### src/rtl/sigmon_pkg.sv
package sigmon_pkg;

  // ==========================================================================
  // Register indices (byte address = 4 * index)
  localparam logic [9:0]  IDX_DWELL_LO   = 10'h24B;
  localparam logic [9:0]  IDX_DWELL_HI   = 10'h24C;
  localparam logic [9:0]  IDX_SYNC_CTRL  = 10'h26F;
  localparam logic [9:0]  IDX_MON_CTRL   = 10'h270;
  localparam logic [9:0]  IDX_PERIOD0    = 10'h271;
  localparam logic [9:0]  IDX_PERIOD1    = 10'h272;
  localparam logic [9:0]  IDX_PERIOD2    = 10'h273;
  localparam logic [9:0]  IDX_RES_CTRL   = 10'h274;
  localparam logic [9:0]  IDX_RESULT0    = 10'h275;
  localparam logic [9:0]  IDX_RESULT1    = 10'h276;
  localparam logic [9:0]  IDX_RESULT2    = 10'h277;

  // ==========================================================================
  // Field positions
  localparam int          POS_PEAK_EN    = 1;
  localparam int          POS_RES_SEL    = 0;
  localparam int          POS_RES_UPD    = 4;
  localparam int          PEAK_LSB       = 7;

  // ==========================================================================
  // Reset values and widths
  localparam logic [23:0] PERIOD_RST     = 24'h000080;
  localparam logic [15:0] DWELL_RST      = 16'h0000;
  localparam logic        RES_SEL_RST    = 1'h1;
  localparam logic        RES_SEL_PEAK   = 1'h1;
  localparam logic [19:0] RESULT_RST     = 20'h00000;
  localparam int          MAG_W          = 13;

  typedef enum logic [1:0] {
    SYNC_OFF,
    SYNC_CONT,
    SYNC_ONCE,
    SYNC_RSVD
  } sync_mode_t;

  typedef struct packed {
    logic        read;
    logic        write;
    logic [11:0] address;
    logic [3:0]  byteenable;
    logic [31:0] writedata;
  } avmm_req_t;

  typedef struct packed {
    logic              valid;
    logic signed [12:0] data;
  } sample_t;

endpackage

### src/rtl/peak_detector.sv
`timescale 1ns/100ps
module peak_detector (
  input  wire logic                        clk_sys,
  input  wire logic                        rst,
  input  wire sigmon_pkg::sample_t         sample,
  input  wire logic                        enable,
  input  wire logic [23:0]                 period,
  input  wire logic                        restart,
  output logic      [sigmon_pkg::MAG_W-1:0] meas_q
);
  import sigmon_pkg::*;

  logic [23:0]      count_q;
  logic [MAG_W-1:0] peak_q;
  logic [MAG_W-1:0] mag;
  logic             period_end;

  // ==========================================================================
  // Magnitude and period end
  always_comb begin
    mag        = sample.data[12] ? MAG_W'(-sample.data) : MAG_W'(sample.data);
    period_end = (count_q + 24'h000001 >= period);
  end

  // ==========================================================================
  // Period counter in clk_sys cycles
  always_ff @(posedge clk_sys) begin
    if (rst || restart || !enable || period_end) begin
      count_q <= 24'h000000; // RULE1
    end else begin
      count_q <= count_q + 24'h000001;
    end
  end

  // ==========================================================================
  // Running peak, latched at period end
  always_ff @(posedge clk_sys) begin
    if (rst || restart || !enable) begin
      peak_q <= '0;
    end else if (period_end) begin
      peak_q <= '0;
    end else if (sample.valid && mag > peak_q) begin
      peak_q <= mag;
    end
  end

  always_ff @(posedge clk_sys) begin
    if (rst) begin
      meas_q <= '0;
    end else if (enable && period_end && !restart) begin
      meas_q <= (sample.valid && mag > peak_q) ? mag : peak_q;
    end
  end

endmodule

### src/rtl/signal_monitor_peak_registers.sv
// Summary of operation
// [RULE1] 24-bit period over three bytes, low resets 0x80
// [RULE2] Read-only 20-bit result, bytes at consecutive registers
// [RULE3] Peak magnitude placed in result bits 19:7
// [RULE4] Selection 1 means peak; resets to 1
// [RULE5] Update bit copies measurement, self-clears, results hold
//
// Register access over Avalon-MM was left to the implementer.
`timescale 1ns/100ps
module signal_monitor_peak_registers (
  input  wire logic                  clk_sys,
  input  wire logic                  rst,
  input  wire sigmon_pkg::avmm_req_t avs_req,
  output logic                       avs_waitrequest,
  output logic [31:0]                avs_readdata,
  input  wire sigmon_pkg::sample_t   sample,
  input  wire logic                  sync_pin,
  output logic [15:0]                dwell_time
);
  import sigmon_pkg::*;

  logic [15:0]      dwell_q;
  logic [1:0]       sync_mode_q;
  logic             peak_en_q;
  logic [23:0]      period_q;
  logic             res_sel_q;
  logic [19:0]      result_q;
  logic             wait_q;
  logic [31:0]      rdata_q;
  logic [2:0]       sync_sh_q;
  logic             sync_lvl_q;
  logic             sync_evt;
  logic             restart;
  logic             wr_fire;
  logic             upd_fire;
  logic [MAG_W-1:0] meas;

  function automatic logic hit(input logic [11:0] addr, input logic [9:0] idx);
    hit = (addr[1:0] == 2'h0) && (addr[11:2] == idx);
  endfunction

  function automatic logic wr_to(input avmm_req_t r, input logic [9:0] idx);
    wr_to = r.write && r.byteenable[0] && hit(r.address, idx);
  endfunction

  // ==========================================================================
  // Avalon handshake
  always_comb begin
    wr_fire  = avs_req.write && !wait_q;
    upd_fire = wr_fire && wr_to(avs_req, IDX_RES_CTRL) && avs_req.writedata[POS_RES_UPD];
  end

  always_ff @(posedge clk_sys) begin
    if (rst) begin
      wait_q <= 1'h1;
    end else if (wait_q && (avs_req.read || avs_req.write)) begin
      wait_q <= 1'h0;
    end else begin
      wait_q <= 1'h1;
    end
  end

  always_ff @(posedge clk_sys) begin
    if (rst) begin
      rdata_q <= 32'h00000000;
    end else if (wait_q && avs_req.read) begin
      rdata_q <= 32'h00000000;
      if (avs_req.address[1:0] == 2'h0) begin
        unique case (avs_req.address[11:2])
          IDX_DWELL_LO:  rdata_q[7:0] <= dwell_q[7:0];
          IDX_DWELL_HI:  rdata_q[7:0] <= dwell_q[15:8];
          IDX_SYNC_CTRL: rdata_q[1:0] <= sync_mode_q;
          IDX_MON_CTRL:  rdata_q[POS_PEAK_EN] <= peak_en_q;
          IDX_PERIOD0:   rdata_q[7:0] <= period_q[7:0];
          IDX_PERIOD1:   rdata_q[7:0] <= period_q[15:8];
          IDX_PERIOD2:   rdata_q[7:0] <= period_q[23:16];
          IDX_RES_CTRL:  rdata_q[POS_RES_SEL] <= res_sel_q; // RULE5
          IDX_RESULT0:   rdata_q[7:0] <= result_q[7:0]; // RULE2
          IDX_RESULT1:   rdata_q[7:0] <= result_q[15:8]; // RULE2
          IDX_RESULT2:   rdata_q[3:0] <= result_q[19:16];
          default:       rdata_q <= 32'h00000000;
        endcase
      end
    end
  end

  assign avs_waitrequest = wait_q;
  assign avs_readdata    = rdata_q;
  assign dwell_time      = dwell_q;

  // ==========================================================================
  // Writable registers
  always_ff @(posedge clk_sys) begin
    if (rst) begin
      dwell_q <= DWELL_RST;
    end else if (wr_fire) begin
      if (wr_to(avs_req, IDX_DWELL_LO)) dwell_q[7:0] <= avs_req.writedata[7:0];
      if (wr_to(avs_req, IDX_DWELL_HI)) dwell_q[15:8] <= avs_req.writedata[7:0];
    end
  end

  always_ff @(posedge clk_sys) begin
    if (rst) begin
      period_q <= PERIOD_RST; // RULE1
    end else if (wr_fire) begin
      if (wr_to(avs_req, IDX_PERIOD0)) period_q[7:0] <= avs_req.writedata[7:0]; // RULE1
      if (wr_to(avs_req, IDX_PERIOD1)) period_q[15:8] <= avs_req.writedata[7:0]; // RULE1
      if (wr_to(avs_req, IDX_PERIOD2)) period_q[23:16] <= avs_req.writedata[7:0]; // RULE1
    end
  end

  always_ff @(posedge clk_sys) begin
    if (rst) begin
      peak_en_q <= 1'h0;
      res_sel_q <= RES_SEL_RST; // RULE4
    end else if (wr_fire) begin
      if (wr_to(avs_req, IDX_MON_CTRL)) peak_en_q <= avs_req.writedata[POS_PEAK_EN];
      if (wr_to(avs_req, IDX_RES_CTRL)) res_sel_q <= avs_req.writedata[POS_RES_SEL]; // RULE4
    end
  end

  // One-shot mode returns to off after its event; a software write wins
  always_ff @(posedge clk_sys) begin
    if (rst) begin
      sync_mode_q <= SYNC_OFF;
    end else if (wr_fire && wr_to(avs_req, IDX_SYNC_CTRL)) begin
      sync_mode_q <= avs_req.writedata[1:0];
    end else if (sync_evt && sync_mode_q == SYNC_ONCE) begin
      sync_mode_q <= SYNC_OFF;
    end
  end

  // ==========================================================================
  // Sync pin synchroniser and edge
  always_ff @(posedge clk_sys) begin
    if (rst) begin
      sync_sh_q  <= 3'h0;
      sync_lvl_q <= 1'h0;
    end else begin
      sync_sh_q <= {sync_sh_q[1:0], sync_pin};
      if (sync_sh_q[1] == sync_sh_q[2]) sync_lvl_q <= sync_sh_q[2];
    end
  end

  always_comb begin
    sync_evt = (sync_sh_q[1] == sync_sh_q[2]) && sync_sh_q[2] && !sync_lvl_q;
    restart  = sync_evt && (sync_mode_q == SYNC_CONT || sync_mode_q == SYNC_ONCE);
  end

  // ==========================================================================
  // Measurement and result
  peak_detector u_peak (
    .clk_sys (clk_sys),
    .rst     (rst),
    .sample  (sample),
    .enable  (peak_en_q),
    .period  (period_q),
    .restart (restart),
    .meas_q  (meas)
  );

  always_ff @(posedge clk_sys) begin
    if (rst) begin
      result_q <= RESULT_RST;
    end else if (upd_fire) begin // RULE5
      if (res_sel_q == RES_SEL_PEAK) begin
        result_q <= {meas, 7'h00}; // RULE3
      end else begin
        result_q <= RESULT_RST;
      end
    end
  end
endmodule

### config.mk
export PLATFORM = sky130hd
export DESIGN_NAME = signal_monitor_peak_registers
export DESIGN_NICKNAME = d
export VERILOG_FILES = /design/src/rtl/sigmon_pkg.sv /design/src/rtl/peak_detector.sv /design/src/rtl/signal_monitor_peak_registers.sv
export SDC_FILE = /design/constraint.sdc
export NUM_CORES = 1
export LEC_CHECK = 0
export BUFFER_PORTS_ARGS = -buffer_cell sky130_fd_sc_hd__buf_2
export CAP_MARGIN = 25
export CORE_MARGIN = 2
export CORE_UTILIZATION = 35
export CTS_CLUSTER_DIAMETER = 120
export DETAILED_ROUTE_END_ITERATION = 16
export PLACE_DENSITY_LB_ADDON = 0.3
export SLEW_MARGIN = 30
export SYNTH_ARGS = -nofsm -noshare
export SYNTH_HDL_FRONTEND = slang
export SYNTH_HIERARCHICAL = 1
export SYNTH_SLANG_ARGS = --single-unit
### constraint.sdc
create_clock -name clk_sys -period 4.02 [get_ports clk_sys]
set_input_delay 0.804 -clock clk_sys [delete_from_list [all_inputs] [get_ports clk_sys]]
set_output_delay 0.804 -clock clk_sys [all_outputs]
set_load 0.01 [all_outputs]
==> flow_summary.ini <==
[power]
vdd_drop_max_mv = 0.244
p_leak_uw = 0.00316
power_density_nw_per_um2 = 380
finalPower_uw = 3000

[layout]
fin_nets = 968
seq_area_um2 = 2400
nFillCells = 1868
n_antenna_cell = 0
final_core_util = 0.422
drive_gt1_frac = 0.167
multi_input_area_um2 = 3880
area_growth_pct = 18.3

[routing]
drt_iter0_drc = 325
drtAntennaViolNets = 0
avgViaCountPerCell = 5.16
wl_per_cell_um = 15.6
drt_pass1_iterations = 5
vias = 5715
wirelength_mm = 17.2
route.detailed.drc = 0

[synth]
yosys_register_bits = 120
synth_cell_type_count = 75
synth_compound_area_frac = 0.141
yosys.area_share.simple = 0.236
ys_warn_count = 6
ys_async_sr_fraction = 0
synth_top_family_by_area = simple AND/OR/NAND/NOR gates
synth_xor_xnor_area_share = 0.0420
synth_fa_ha_area_frac = 0.0769
synthTopCellsByArea = dfxtp_1 (36%), ha_1 (7.7%), mux2i_1 (6.6%)
synth_area_um2 = 6670
synth_ff_type = dfxtp_1
syn_inst = 784
synth-edff-count = 0
synthMuxAreaShare = 0.0694
syn_avg_cell_area_um2 = 8.50
yosys.area.top_type = dfxtp_1
ys_seq_area_frac = 0.360
synth_top_area_share = 0.360

[grt]
grt_pass1_vias = 5551
antenna_found_initial = 0
grt_pass1_wl_mm = 28.1
grt.overflow.total = 0
grt_max_degree = 40
grt_util_all_layers = 0.178

[timing]
relSlewSlack = 0.384
hold_viol = 0
finClkSkew_ns = 0.00562
setup_viol = 0
min_period_over_period = 0.969
max_freq_mhz = 257
worst_pin_slew_ns = 0.921
drv_slew = 0
layout_min_cycle_time_ns = 3.90
rsz0062_at_grt = no

[job]
max-cap-violations = 0

[floorplan]
fp.dieArea_um2 = 20200
num_rows = 50
top_level_ports = 116
core-area_um2 = 18700
start_util = 0.356
die_h_um = 142
die_x_um = 142

[clocking]
tritoncts = yes
cts_root_buffer = clkbuf_16
cts_made_buffers = 17
clock-sinks = 120
postCtsHoldBufs = 0
clockBufferDepth = 2
clkLatencyLatePin_ns = 0.42
htree_levels = 4
post_cts_buffers = 0
cts_resized = 0
clkTransAtPathRegs_ns = 0.05

[critical_path]
worst-endpoint-required_ns = 4.31
path_cells = buf_2 -> or4_4 -> or4_4 -> o31ai_4 -> xnor2_1 -> ha_1 -> nand4_1 -> or3_1 -> or3_1 -> o311a_1 -> buf_4 -> mux2i_1 -> o21ai_0
arrival_ns = 4.18
path_delay_family = simple AND/OR/NAND/NOR gates
worst-path-buf-inv = 2
regToRegSetupSlack_ns = 0.40
cp-end-kind = register
critical_path.max_stage_delay_ns = 0.53
crit_slowest_cell = or4_4
path_max_fanout = 4
crit_type = in2reg
worstSetupStartpointType = input pin

[worst_hold_path]
hold_path.class = reg2reg

[place]
gp_congestion = 0.838
dp_hpwl_mm = 12.7
port_buffers = 64

[status]
status = finished, final reports clean
## layout by cell type (no fill, tap or decap), drive strengths merged, types with 3 or more instances in the layout
cell type,instances
xnor2,23
o21a,3
nor2b,26
clkbuf,18
or3b,3
a32oi,7
nand3,31
dfxtp,120
inv,46
and2,4
nor2,60
nand2b,8
clkinv,9
a211oi,3
xor2,9
a31oi,6
o21ai,31
and3,19
nor3,18
nand4,11
nand2,81
o2bb2ai,3
a22oi,7
ha,41
conb,24
mux2i,44
nor4,8
nand3b,6
buf,91
a21o,8
or3,6
o31ai,5
bufinv,4
a21oi,47
## registers in the layout, summed over array words and instances, names as in the netlist
name and cells:
sync_mode_q 2, avs_readdata 8, dwell_time 16, avs_waitrequest 1, res_sel_q 1, sync_sh_q 3
u_peak/meas_q 13, peak_en_q 1, period_q 24, sync_lvl_q 1, result_q 13, u_peak/peak_q 13
u_peak/count_q 24
## kinds of logic after synthesis
kind of cell / after synthesis
AO/OA/AOI/OAI: 144
multiplexers: 46
XOR/XNOR: 32
adder cells (fa/ha/maj): 41
flip-flops: 120
buffers and inverters: 103
AND/OR/NAND/NOR: 297
other: 1
## stage by stage
stage | hold slack, ns | area (µm²) | cells | setup TNS, ns | worst slack, ns
after floorplan | 0.414 | 6750 | 807 | 0 | 0.00108
after global placement | 0.432 | 7250 | 1075 | -4.08 | -0.231
after detailed placement | 0.439 | 7250 | 1075 | -5.76 | -0.334
after CTS | 0.448 | 7870 | 1107 | 0 | 0.111
after global routing | 0.463 | 7890 | 1107 | 0 | 0.0000373
final | 0.444 | 7890 | 1107 | 0 | 0.124
## path summary, 6_finish.rpt
check	end	start	depth (start not counted)
setup / recovery	u_peak/meas_q[10]$_SDFFE_PP0P_	sample[5]	13
hold / removal	sync_sh_q[1]$_SDFF_PP0_	sync_sh_q[0]$_SDFF_PP0_	1
setup reg to reg	u_peak/peak_q[4]$_SDFF_PP0_	u_peak/count_q[1]$_SDFF_PP0_	15
hold reg to reg	sync_sh_q[1]$_SDFF_PP0_	sync_sh_q[0]$_SDFF_PP0_	1
## synth_stat cells (3+ instances only)
cell / number
nand3_1: 31
mux2i_1: 44
nor4_1: 6
nand2b_1: 8
and3_1: 19
o21a_1: 3
nand4_1: 11
or3b_2: 3
and2_1: 3
a32oi_1: 7
nand2_1: 81
a21o_1: 8
xnor2_1: 23
buf_4: 25
nor2b_1: 26
o21ai_0: 27
o2bb2ai_1: 3
a22oi_1: 7
clkbuf_1: 22
dfxtp_1: 120
a31oi_1: 6
nor2_1: 60
inv_1: 46
xor2_1: 9
buf_1: 4
ha_1: 41
o31ai_1: 4
or3_1: 4
nor3_2: 3
o21ai_1: 3
nor3_1: 14
nand3b_1: 6
a21oi_1: 47
buf_2: 5
## power breakdown
part           switching [µW]  internal, µW  total (µW)  leakage [µW]
clock                     561          1050        1610      0.000309
combinational             122          74.1         196       0.00189
sequential               1.59          1190        1190      0.000967
## worst register-to-register path, stage by stage (launching register included)
cell and delay (ns):
dfxtp_1 0.34, ha_1 0.20, nand4_1 0.12, or3_1 0.42, nand2b_1 0.24, nor3_2 0.21, xor2_1 0.23, ha_1 0.26
nand4_1 0.20, nor2_1 0.09, a2111oi_1 0.37, buf_4 0.20, o211a_1 0.23, nand2_1 0.10, buf_4 0.23, nor2_1 0.12
## final cells by class
| class | count | share of cell area |
|---|---|---|
| Inverter | 46 | 0.0219 |
| Sequential cell | 120 | 0.305 |
| Tap cell | 234 | 0.0371 |
| Clock buffer | 18 | 0.0557 |
| Timing Repair Buffer | 91 | 0.0663 |
| Clock inverter | 14 | 0.0228 |
| Multi-Input combinational cell | 584 | 0.492 |
## metal layers
metal	routed length [µm]	GRT usage	vias up
li1	-	-	2876
met1	8040	0.230	2668
met2	8040	0.288	149
met3	851	0.0421	22
met4	287	0.0668	0
met5	0	0	-
Note: power is estimated with default switching activity, not from simulation.
